`src/core/sm_pkg.sv`:
```
// Shared constants and types for the shift, move and indirect-load datapath
package sm_pkg;

  // ----------------------------------------------------------------
  // Widths
  // ----------------------------------------------------------------
  localparam int MEM_AW = 8;
  localparam int PTR_W  = 16;

  // ----------------------------------------------------------------
  // Register byte offsets
  // ----------------------------------------------------------------
  localparam logic [11:0] CMD_OFS      = 12'h000;
  localparam logic [11:0] STATUS_OFS   = 12'h004;
  localparam logic [11:0] WREG_OFS     = 12'h008;
  localparam logic [11:0] PTR0_OFS     = 12'h00C;
  localparam logic [11:0] PTR1_OFS     = 12'h010;
  localparam logic [11:0] MEM_BASE_OFS = 12'h400;
  localparam logic [11:0] MEM_END_OFS  = 12'h7FC;

  // ----------------------------------------------------------------
  // Command field positions
  // ----------------------------------------------------------------
  localparam int CMD_OP_LSB   = 0;
  localparam int CMD_DEST_BIT = 2;
  localparam int CMD_FA_LSB   = 3;
  localparam int CMD_PSEL_BIT = 10;
  localparam int CMD_MODE_LSB = 11;
  localparam int CMD_REL_BIT  = 13;
  localparam int CMD_OFS_LSB  = 14;

  // Status field positions
  localparam int ST_C_BIT    = 0;
  localparam int ST_Z_BIT    = 1;
  localparam int ST_BUSY_BIT = 2;

  // File addresses that stand for the indirect data port of each pointer
  localparam logic [6:0] INDIRECT_PORT0_FA = 7'h00;
  localparam logic [6:0] INDIRECT_PORT1_FA = 7'h01;

  // ----------------------------------------------------------------
  // Reset values
  // ----------------------------------------------------------------
  localparam logic [7:0]       WREG_RST = 8'h00;
  localparam logic [PTR_W-1:0] PTR_RST  = 16'h0000;

  // ----------------------------------------------------------------
  // Enumerations
  // ----------------------------------------------------------------
  typedef enum logic [1:0] {
    OP_NONE                   = 2'h0,
    OP_LOGICAL_SHIFT_RIGHT_OP = 2'h1,
    OP_MOVE_FILE_OP           = 2'h2,
    OP_INDIRECT_LOAD_OP       = 2'h3
  } op_t;

  typedef enum logic [1:0] {
    MODE_PRE_INC  = 2'h0,
    MODE_PRE_DEC  = 2'h1,
    MODE_POST_INC = 2'h2,
    MODE_POST_DEC = 2'h3
  } addr_mode_field_t;

  typedef enum logic [1:0] {
    ST_IDLE = 2'h0,
    ST_READ = 2'h1,
    ST_EXEC = 2'h3
  } exec_state_t;

  // ----------------------------------------------------------------
  // Carriers
  // ----------------------------------------------------------------
  typedef struct packed {
    logic [5:0]       offset;
    logic             relative;
    addr_mode_field_t mode;
    logic             ptr_sel;
    logic [6:0]       file_addr;
    logic             dest;
    op_t              op;
  } cmd_t;

  typedef struct packed {
    logic              we;
    logic [MEM_AW-1:0] addr;
    logic [7:0]        wdata;
  } mem_req_t;

  // ----------------------------------------------------------------
  // Helpers
  // ----------------------------------------------------------------
  function automatic logic is_zero8(input logic [7:0] v);
    return v == 8'h00;
  endfunction

endpackage

```
`src/core/data_mem.sv`:
```
// Byte-wide data memory with a registered read port
`timescale 1ns/10ps

module data_mem (
  input  wire logic              pclk,
  input  wire sm_pkg::mem_req_t  req,
  output logic [7:0]             rdata
);

  logic [7:0] mem_array [0:(1 << sm_pkg::MEM_AW)-1];

  always_ff @(posedge pclk) begin
    if (req.we) begin
      mem_array[req.addr] <= req.wdata;
    end
    rdata <= mem_array[req.addr];
  end

endmodule

```
`src/core/pointer_unit.sv`:
```
// Effective address and updated value of a file select pointer
`timescale 1ns/10ps

module pointer_unit (
  input  wire logic [15:0]              ptr,
  input  wire sm_pkg::addr_mode_field_t mode,
  input  wire logic                     relative,
  input  wire logic [5:0]               offset,
  output logic [15:0]                   eff_addr,
  output logic [15:0]                   ptr_next
);

  logic [15:0] ptr_inc;
  logic [15:0] ptr_dec;
  logic [15:0] ptr_rel;

  always_comb begin
    // Wraps modulo 2^16 by width
    ptr_inc = ptr + 16'h0001;
    ptr_dec = ptr - 16'h0001;
    ptr_rel = ptr + {{10{offset[5]}}, offset};
    if (relative) begin
      eff_addr = ptr_rel;
      ptr_next = ptr;
    end else begin
      unique case (mode)
        sm_pkg::MODE_PRE_INC: begin
          eff_addr = ptr_inc;
          ptr_next = ptr_inc;
        end
        sm_pkg::MODE_PRE_DEC: begin
          eff_addr = ptr_dec;
          ptr_next = ptr_dec;
        end
        sm_pkg::MODE_POST_INC: begin
          eff_addr = ptr;
          ptr_next = ptr_inc;
        end
        sm_pkg::MODE_POST_DEC: begin
          eff_addr = ptr;
          ptr_next = ptr_dec;
        end
      endcase
    end
  end

endmodule

```
`src/core/shift_move_indirect_exec.sv`:
```
// Shift, move and indirect-load execution datapath behind an APB slave
//
// Our own choices: the address map and the APB register port.
`timescale 1ns/10ps

module shift_move_indirect_exec (
  input  wire logic        pclk,
  input  wire logic        presetn,
  input  wire logic        psel,
  input  wire logic        penable,
  input  wire logic        pwrite,
  input  wire logic [11:0] paddr,
  input  wire logic [31:0] pwdata,
  output logic             pready,
  output logic [31:0]      prdata,
  output logic             pslverr
);

  // ----------------------------------------------------------------
  // State
  // ----------------------------------------------------------------
  typedef struct packed {
    sm_pkg::exec_state_t st;
    sm_pkg::cmd_t        cmd;
    logic [7:0]          w;
    logic                c;
    logic                z;
    logic [15:0]         ptr0;
    logic [15:0]         ptr1;
    logic                phase;
    logic                pready;
    logic                pslverr;
    logic [31:0]         prdata;
  } state_t;

  localparam state_t STATE_RST = '{
    st:      sm_pkg::ST_IDLE,
    cmd:     '0,
    w:       sm_pkg::WREG_RST,
    c:       1'b0,
    z:       1'b0,
    ptr0:    sm_pkg::PTR_RST,
    ptr1:    sm_pkg::PTR_RST,
    phase:   1'b0,
    pready:  1'b0,
    pslverr: 1'b0,
    prdata:  32'h0000_0000
  };

  state_t s_reg;
  state_t s_next;

  // ----------------------------------------------------------------
  // Datapath helpers
  // ----------------------------------------------------------------
  sm_pkg::mem_req_t mem_req;
  logic [7:0]       mem_rdata;
  logic [15:0]      sel_ptr;
  logic [15:0]      ind_addr;
  logic [15:0]      ptr_upd;
  logic [7:0]       exec_addr;
  logic             is_port;
  logic             is_port0;
  logic             is_port1;
  logic             port_sel;
  logic [7:0]       result;
  logic             mem_hit;
  logic             reg_hit;
  logic             apb_access;
  logic             apb_commit;
  logic             reg_wr;
  logic             busy;

  function automatic logic [7:0] file_to_mem(input logic [6:0] fa);
    return {1'b0, fa};
  endfunction

  // Zero extension of byte and pointer values to the bus width
  function automatic logic [31:0] zext8(input logic [7:0] v);
    return {24'h00_0000, v};
  endfunction

  function automatic logic [31:0] zext16(input logic [15:0] v);
    return {16'h0000, v};
  endfunction

  // Engine owns the memory port and the state while busy
  assign busy = s_reg.st != sm_pkg::ST_IDLE;

  // ----------------------------------------------------------------
  // Indirect port and pointer selection
  // ----------------------------------------------------------------
  // Indirect data port of pointer 0 or 1 has no storage
  assign is_port0 = s_reg.cmd.file_addr == sm_pkg::INDIRECT_PORT0_FA;
  assign is_port1 = s_reg.cmd.file_addr == sm_pkg::INDIRECT_PORT1_FA;
  assign is_port  = is_port0 || is_port1;
  assign port_sel = (s_reg.cmd.op == sm_pkg::OP_INDIRECT_LOAD_OP) ? s_reg.cmd.ptr_sel
                  : is_port1;
  assign sel_ptr  = port_sel ? s_reg.ptr1 : s_reg.ptr0;

  pointer_unit u_pointer_unit (
    .ptr      (sel_ptr),
    .mode     (s_reg.cmd.mode),
    .relative (s_reg.cmd.relative),
    .offset   (s_reg.cmd.offset),
    .eff_addr (ind_addr),
    .ptr_next (ptr_upd)
  );

  // ----------------------------------------------------------------
  // Execution address and result
  // ----------------------------------------------------------------
  always_comb begin
    if (s_reg.cmd.op == sm_pkg::OP_INDIRECT_LOAD_OP) begin
      exec_addr = ind_addr[7:0];
    end else if (is_port) begin
      exec_addr = sel_ptr[7:0];
    end else begin
      exec_addr = file_to_mem(s_reg.cmd.file_addr);
    end
  end

  always_comb begin
    unique case (s_reg.cmd.op)
      sm_pkg::OP_LOGICAL_SHIFT_RIGHT_OP: begin
        result = {1'b0, mem_rdata[7:1]};
      end
      default: begin
        result = mem_rdata;
      end
    endcase
  end

  // ----------------------------------------------------------------
  // APB decode
  // ----------------------------------------------------------------
  assign mem_hit    = (paddr >= sm_pkg::MEM_BASE_OFS) && (paddr <= sm_pkg::MEM_END_OFS)
                    && (paddr[1:0] == 2'h0);
  assign reg_hit    = (paddr == sm_pkg::CMD_OFS) || (paddr == sm_pkg::STATUS_OFS)
                    || (paddr == sm_pkg::WREG_OFS) || (paddr == sm_pkg::PTR0_OFS)
                    || (paddr == sm_pkg::PTR1_OFS);
  assign apb_access = psel && penable && !s_reg.pready;
  assign apb_commit = psel && penable && s_reg.pready;
  assign reg_wr     = apb_commit && pwrite && !s_reg.pslverr && !busy;

  // ----------------------------------------------------------------
  // Memory port: engine owns it while busy, APB only when idle
  // ----------------------------------------------------------------
  always_comb begin
    mem_req.we    = 1'b0;
    mem_req.addr  = exec_addr;
    mem_req.wdata = result;
    if (s_reg.st == sm_pkg::ST_EXEC) begin
      mem_req.we = s_reg.cmd.dest && (s_reg.cmd.op != sm_pkg::OP_INDIRECT_LOAD_OP);
    end else if (!busy) begin
      mem_req.addr  = paddr[9:2];
      mem_req.wdata = pwdata[7:0];
      mem_req.we    = apb_commit && pwrite && mem_hit && !s_reg.pslverr;
    end
  end

  data_mem u_data_mem (
    .pclk  (pclk),
    .req   (mem_req),
    .rdata (mem_rdata)
  );

  // ----------------------------------------------------------------
  // Next state
  // ----------------------------------------------------------------
  always_comb begin
    s_next = s_reg;

    // APB access: waits while busy, one read-settle cycle, then ready
    if (apb_commit) begin
      s_next.pready  = 1'b0;
      s_next.pslverr = 1'b0;
      s_next.prdata  = 32'h0000_0000;
    end else if (apb_access && !busy) begin
      if (!s_reg.phase) begin
        s_next.phase = 1'b1;
      end else begin
        s_next.phase   = 1'b0;
        s_next.pready  = 1'b1;
        s_next.pslverr = !(mem_hit || reg_hit);
        if (!pwrite) begin
          if (mem_hit) begin
            s_next.prdata = zext8(mem_rdata);
          end else if (paddr == sm_pkg::CMD_OFS) begin
            s_next.prdata = {12'h000, s_reg.cmd};
          end else if (paddr == sm_pkg::STATUS_OFS) begin
            s_next.prdata = {29'h0000_0000, busy, s_reg.z, s_reg.c};
          end else if (paddr == sm_pkg::WREG_OFS) begin
            s_next.prdata = zext8(s_reg.w);
          end else if (paddr == sm_pkg::PTR0_OFS) begin
            s_next.prdata = zext16(s_reg.ptr0);
          end else if (paddr == sm_pkg::PTR1_OFS) begin
            s_next.prdata = zext16(s_reg.ptr1);
          end
        end
      end
    end

    // Register writes take effect at the completing edge
    if (reg_wr) begin
      unique case (paddr)
        sm_pkg::CMD_OFS: begin
          s_next.cmd = sm_pkg::cmd_t'(pwdata[19:0]);
          if (sm_pkg::op_t'(pwdata[1:0]) != sm_pkg::OP_NONE) begin
            s_next.st = sm_pkg::ST_READ;
          end
        end
        sm_pkg::STATUS_OFS: begin
          s_next.c = pwdata[sm_pkg::ST_C_BIT];
          s_next.z = pwdata[sm_pkg::ST_Z_BIT];
        end
        sm_pkg::WREG_OFS: begin
          s_next.w = pwdata[7:0];
        end
        sm_pkg::PTR0_OFS: begin
          s_next.ptr0 = pwdata[15:0];
        end
        sm_pkg::PTR1_OFS: begin
          s_next.ptr1 = pwdata[15:0];
        end
        default: begin
        end
      endcase
    end

    // Execution engine
    unique case (s_reg.st)
      sm_pkg::ST_IDLE: begin
      end
      sm_pkg::ST_READ: begin
        s_next.st = sm_pkg::ST_EXEC;
      end
      sm_pkg::ST_EXEC: begin
        s_next.st = sm_pkg::ST_IDLE;
        unique case (s_reg.cmd.op)
          sm_pkg::OP_LOGICAL_SHIFT_RIGHT_OP: begin
            s_next.c = mem_rdata[0];
            s_next.z = sm_pkg::is_zero8(result);
            if (!s_reg.cmd.dest) begin
              s_next.w = result;
            end
          end
          sm_pkg::OP_MOVE_FILE_OP: begin
            s_next.z = sm_pkg::is_zero8(result);
            if (!s_reg.cmd.dest) begin
              s_next.w = result;
            end
          end
          sm_pkg::OP_INDIRECT_LOAD_OP: begin
            s_next.w = mem_rdata;
            s_next.z = sm_pkg::is_zero8(mem_rdata);
            if (s_reg.cmd.ptr_sel) begin
              s_next.ptr1 = ptr_upd;
            end else begin
              s_next.ptr0 = ptr_upd;
            end
          end
          sm_pkg::OP_NONE: begin
          end
        endcase
      end
      default: begin
        s_next.st = sm_pkg::ST_IDLE;
      end
    endcase
  end

  // ----------------------------------------------------------------
  // State register
  // ----------------------------------------------------------------
  always_ff @(posedge pclk or negedge presetn) begin
    if (!presetn) begin
      s_reg <= STATE_RST;
    end else begin
      s_reg <= s_next;
    end
  end

  // ----------------------------------------------------------------
  // Outputs
  // ----------------------------------------------------------------
  assign pready  = s_reg.pready;
  assign prdata  = s_reg.prdata;
  assign pslverr = s_reg.pslverr;

endmodule

```
`config.mk`:
```
export PLATFORM = sky130hd
export DESIGN_NAME = shift_move_indirect_exec
export DESIGN_NICKNAME = d
export VERILOG_FILES = /design/src/core/sm_pkg.sv /design/src/core/data_mem.sv /design/src/core/pointer_unit.sv /design/src/core/shift_move_indirect_exec.sv
export SDC_FILE = /design/constraint.sdc
export NUM_CORES = 2
export LEC_CHECK = 0
export BUFFER_PORTS_ARGS = -buffer_cell sky130_fd_sc_hd__buf_2
export CAP_MARGIN = 20
export CORE_MARGIN = 1.5
export CORE_UTILIZATION = 40
export DETAILED_ROUTE_END_ITERATION = 12
export GPL_TIMING_DRIVEN = 0
export SLEW_MARGIN = 20
export SYNTH_ARGS = -nofsm -noshare
export SYNTH_HDL_FRONTEND = slang
export SYNTH_HIERARCHICAL = 1
export SYNTH_SLANG_ARGS = --single-unit
```
`constraint.sdc`:
```
create_clock -name pclk -period 14.6 [get_ports pclk]
set_clock_uncertainty 0.15 [all_clocks]
set_input_delay 2.92 -clock pclk [delete_from_list [all_inputs] [get_ports pclk]]
set_output_delay 2.92 -clock pclk [all_outputs]
set_load 0.02 [all_outputs]
```
==> results.rst <==
.. list-table::
   :header-rows: 1

   * - Metric
     - Value
   * - Post-detailed-route DRC marker count
     - 0
   * - Port bufs
     - 58
   * - Switching power total
     - 2860 µW
   * - Aggregate global-route resource usage
     - 0.216
   * - Area of the placeable core
     - 212000 µm²
   * - Startpoint Class
     - register
   * - Clock tree from TritonCTS
     - done
   * - Total Negative Setup Slacks
     - 0 ns
   * - Clock share of power
     - 0.415
   * - Part of the total power dissipated in combinational logic
     - 0.061
   * - Slack of the worst reg-to-reg path
     - 5.15 ns
   * - Cell seen most often among critical-path stages
     - sky130_fd_sc_hd__clkbuf_1
   * - Slew at the pin closest to its max-slew limit
     - 1.15 ns
   * - Initial Util
     - 0.402
   * - Cell chain of the critical path
     - nor4_1 -> a32o_1 -> clkbuf_1 -> clkbuf_1 -> mux2_2 -> ha_1 -> inv_1 -> fa_1 -> xnor2_1 -> nor2_1 -> a21oi_1 -> mux2i_1 -> o221ai_1 -> buf_2 -> nor2b_1 -> clkbuf_1 -> buf_2 -> buf_1 -> nand3_1 -> clkbuf_2 -> nor2_1
   * - Peak clock frequency supported by timing
     - 106 MHz
   * - Flip-flop count of the largest register after layout
     - 2048
   * - Count of cells along the worst hold path
     - 2
   * - Post-route worst setup slack
     - 5.15 ns
   * - Max-Slew Margin vs Limit
     - 0.220
   * - Number of synthesis warnings
     - 6
   * - Critical register-to-register path startpoint
     - s_reg[86]
   * - Critical path arrival
     - 9.75 ns
   * - Status
     - finished clean
   * - Via Count
     - 45100
   * - Portion of total power attributed to sequential cells
     - 0.524
   * - Buffers from clock root to sink, at most
     - 3
   * - DR WL/cell
     - 30.8 µm
   * - GR Overflow Total
     - 0
   * - Crit-path max cell delay
     - 0.91 ns
   * - Cell chosen for the clock root
     - sky130_fd_sc_hd__clkbuf_16
   * - Final Total Pwr
     - 12900 µW
   * - First-pass iteration count of the detailed router
     - 6
   * - Final critical path time including I/O delays and setup
     - 9.45 ns
   * - Switching power as a share of total power
     - 0.221
   * - Hold buffers post-CTS
     - 0
   * - Number of sinks on the clock net
     - 2143
   * - # resized after CTS
     - 0
   * - Initial DRC Count
     - 5490
   * - Overall die area
     - 216000 µm²
   * - Mapped Cells
     - 4291
   * - TritonCTS Buffers
     - 211
   * - Data required time of the worst path
     - 14.90 ns
   * - Logic depth of the worst register-to-register path
     - 21
   * - Maximum capacitance violations
     - 0
   * - Antenna violations before repair
     - 6
   * - Post-synthesis cell area
     - 85100 µm²
   * - Clock Pin Slew Worst Setup and Hold Paths
     - 0.06 ns
   * - P_leak
     - 0.0308 µW
   * - Worst min-delay path startpoint
     - prdata[1]
   * - Hold Worst Slack
     - 0.332 ns
   * - Net count, final
     - 4741
   * - Post-DR vias/cell
     - 5.87
   * - Final setup violation count
     - 0
   * - Core Rows
     - 169
   * - Element type at the critical path end
     - register
   * - Count of antenna-violating nets left after detailed routing
     - 0
   * - Type of the most critical hold path
     - register to register
   * - Num ports
     - 83
   * - Clock latency on the worst-skew pair
     - 0.83 ns
   * - Aggregate routed wire length
     - 236000 µm
   * - Worst Hold Path EP
     - prdata[1]
   * - Worst-path maximum fanout
     - 10
   * - Max stage delay cell, worst path
     - sky130_fd_sc_hd__nor2_1
   * - Via count of the first global-routing pass
     - 44600
   * - Die Span X
     - 464 µm
   * - Share of post-route cells with drive strength above 1
     - 0.247
   * - Synthesis-to-layout area growth
     - 15.9%
   * - Level count of the clock H-tree
     - 4
   * - Worst ir drop on vdd
     - 0.128 mV
   * - Internal Pwr Total
     - 10100 µW
   * - Crit path kind
     - register to register
   * - Maximum number of pins on one net before global-route repair
     - 53
   * - Post-route clock period utilization
     - 0.647
   * - Final-report max-slew violation count
     - 0
   * - Pre-CTS setup slack
     - 5.28 ns
   * - Final Hold Violating Endpoints
     - 0
   * - Global placer's final weighted congestion
     - 0.901
   * - DPL Wire Length
     - 165000 µm
   * - First-pass GRT wire length
     - 331000 µm
   * - Setup repair after global routing missed its margin
     - no
   * - Reg-to-Reg End
     - u_data_mem/mem_array[70][3]
   * - Total of fill cells in the finished design
     - 17800
   * - Utilization after layout
     - 0.466
   * - Average size of a mapped cell
     - 19.8 µm²
   * - Height of the die
     - 464 µm
   * - Total power density per cell area
     - 131 nW/µm²
   * - Number of buffers added for setup after CTS
     - 0
## metal layers
layer	up-vias	wire length [µm]	track usage	part of all wire
li1	18500	-	-	-
met1	24000	95200	0.300	0.40
met2	2122	112000	0.341	0.47
met3	363	22100	0.0493	0.094
met4	2	7330	0.0657	0.031
met5	-	8	0	0.000034
## area by class of cell
type	count	area, µm²	share of cell area
Antenna cell	1	2.50	0.0000254
Buffer	314	1650	0.0167
Clock buffer	264	5590	0.0567
Clock inverter	130	1210	0.0123
Inverter	24	90.1	0.000913
Multi-Input combinational cell	1821	19900	0.201
Sequential cell	2143	63800	0.647
Tap cell	2821	3530	0.0358
Timing Repair Buffer	163	2870	0.0291
## cell usage in the layout, fill, tap and decap left out, types with 8 or more instances in the layout
cell type,count
sky130_fd_sc_hd__a22oi_1,265
sky130_fd_sc_hd__nor4_1,8
sky130_fd_sc_hd__o21ai_4,8
sky130_fd_sc_hd__bufinv_16,17
sky130_fd_sc_hd__edfxtp_1,2048
sky130_fd_sc_hd__clkinvlp_4,12
sky130_fd_sc_hd__o21ai_0,36
sky130_fd_sc_hd__clkbuf_2,21
sky130_fd_sc_hd__clkinv_1,61
sky130_fd_sc_hd__nor2b_1,13
sky130_fd_sc_hd__nor2_1,303
sky130_fd_sc_hd__nand2b_1,9
sky130_fd_sc_hd__nand3_1,25
sky130_fd_sc_hd__xor2_1,14
sky130_fd_sc_hd__and2_1,12
sky130_fd_sc_hd__nand4_1,16
sky130_fd_sc_hd__buf_6,28
sky130_fd_sc_hd__mux2_2,27
sky130_fd_sc_hd__clkinv_2,25
sky130_fd_sc_hd__o41ai_1,33
sky130_fd_sc_hd__dfxtp_1,8
sky130_fd_sc_hd__buf_4,58
sky130_fd_sc_hd__a21oi_1,182
sky130_fd_sc_hd__a31oi_1,11
sky130_fd_sc_hd__conb_1,12
sky130_fd_sc_hd__inv_1,23
sky130_fd_sc_hd__nor3_2,30
sky130_fd_sc_hd__dfrtp_1,87
sky130_fd_sc_hd__mux4_2,512
sky130_fd_sc_hd__buf_2,100
sky130_fd_sc_hd__xnor2_1,16
sky130_fd_sc_hd__buf_16,79
sky130_fd_sc_hd__buf_1,23
sky130_fd_sc_hd__buf_12,14
sky130_fd_sc_hd__clkbuf_1,195
sky130_fd_sc_hd__ha_1,13
sky130_fd_sc_hd__clkbuf_16,214
sky130_fd_sc_hd__mux2i_1,68
sky130_fd_sc_hd__nand2_1,98
sky130_fd_sc_hd__o221ai_1,13
## worst max-delay path, delay by kind of cell (launching register included)
| family | cells | cell delay, ns |
|---|---|---|
| AO/OA/AOI/OAI | 3 | 0.87 |
| XOR/XNOR | 1 | 0.20 |
| adder cells (fa/ha/maj) | 2 | 0.63 |
| buffers and inverters | 8 | 4.08 |
| flip-flops | 1 | 0.45 |
| multiplexers | 2 | 0.53 |
| AND/OR/NAND/NOR | 5 | 2.12 |
## power by group through the flow
stage	registers, µW	logic (µW)	clock network (µW)
floorplan	6970	415	0
global placement	7060	688	0
detailed placement	6900	779	0
CTS	6770	781	5450
global route	6770	820	5670
finish	6770	783	5370
## worst max-delay path by stage
stage               startpoint                           end  depth (start not counted)
floorplan            s_reg[78]    u_data_mem/mem_array[0][0]                          5
global placement     s_reg[78]  u_data_mem/mem_array[216][3]                          5
detailed placement   s_reg[86]   u_data_mem/mem_array[70][6]                         21
CTS                  s_reg[86]   u_data_mem/mem_array[70][0]                         21
global route         s_reg[85]   u_data_mem/mem_array[70][3]                         21
finish               s_reg[86]   u_data_mem/mem_array[70][3]                         21
## per-stage QoR
stage	instance area [µm²]	cells
floorplan	85100	4302
detailed placement	91800	7286
global placement	89000	7181
finish	98700	7681
global route	98700	7680
CTS	98700	7680
Note: power is estimated with default switching activity, not from simulation.
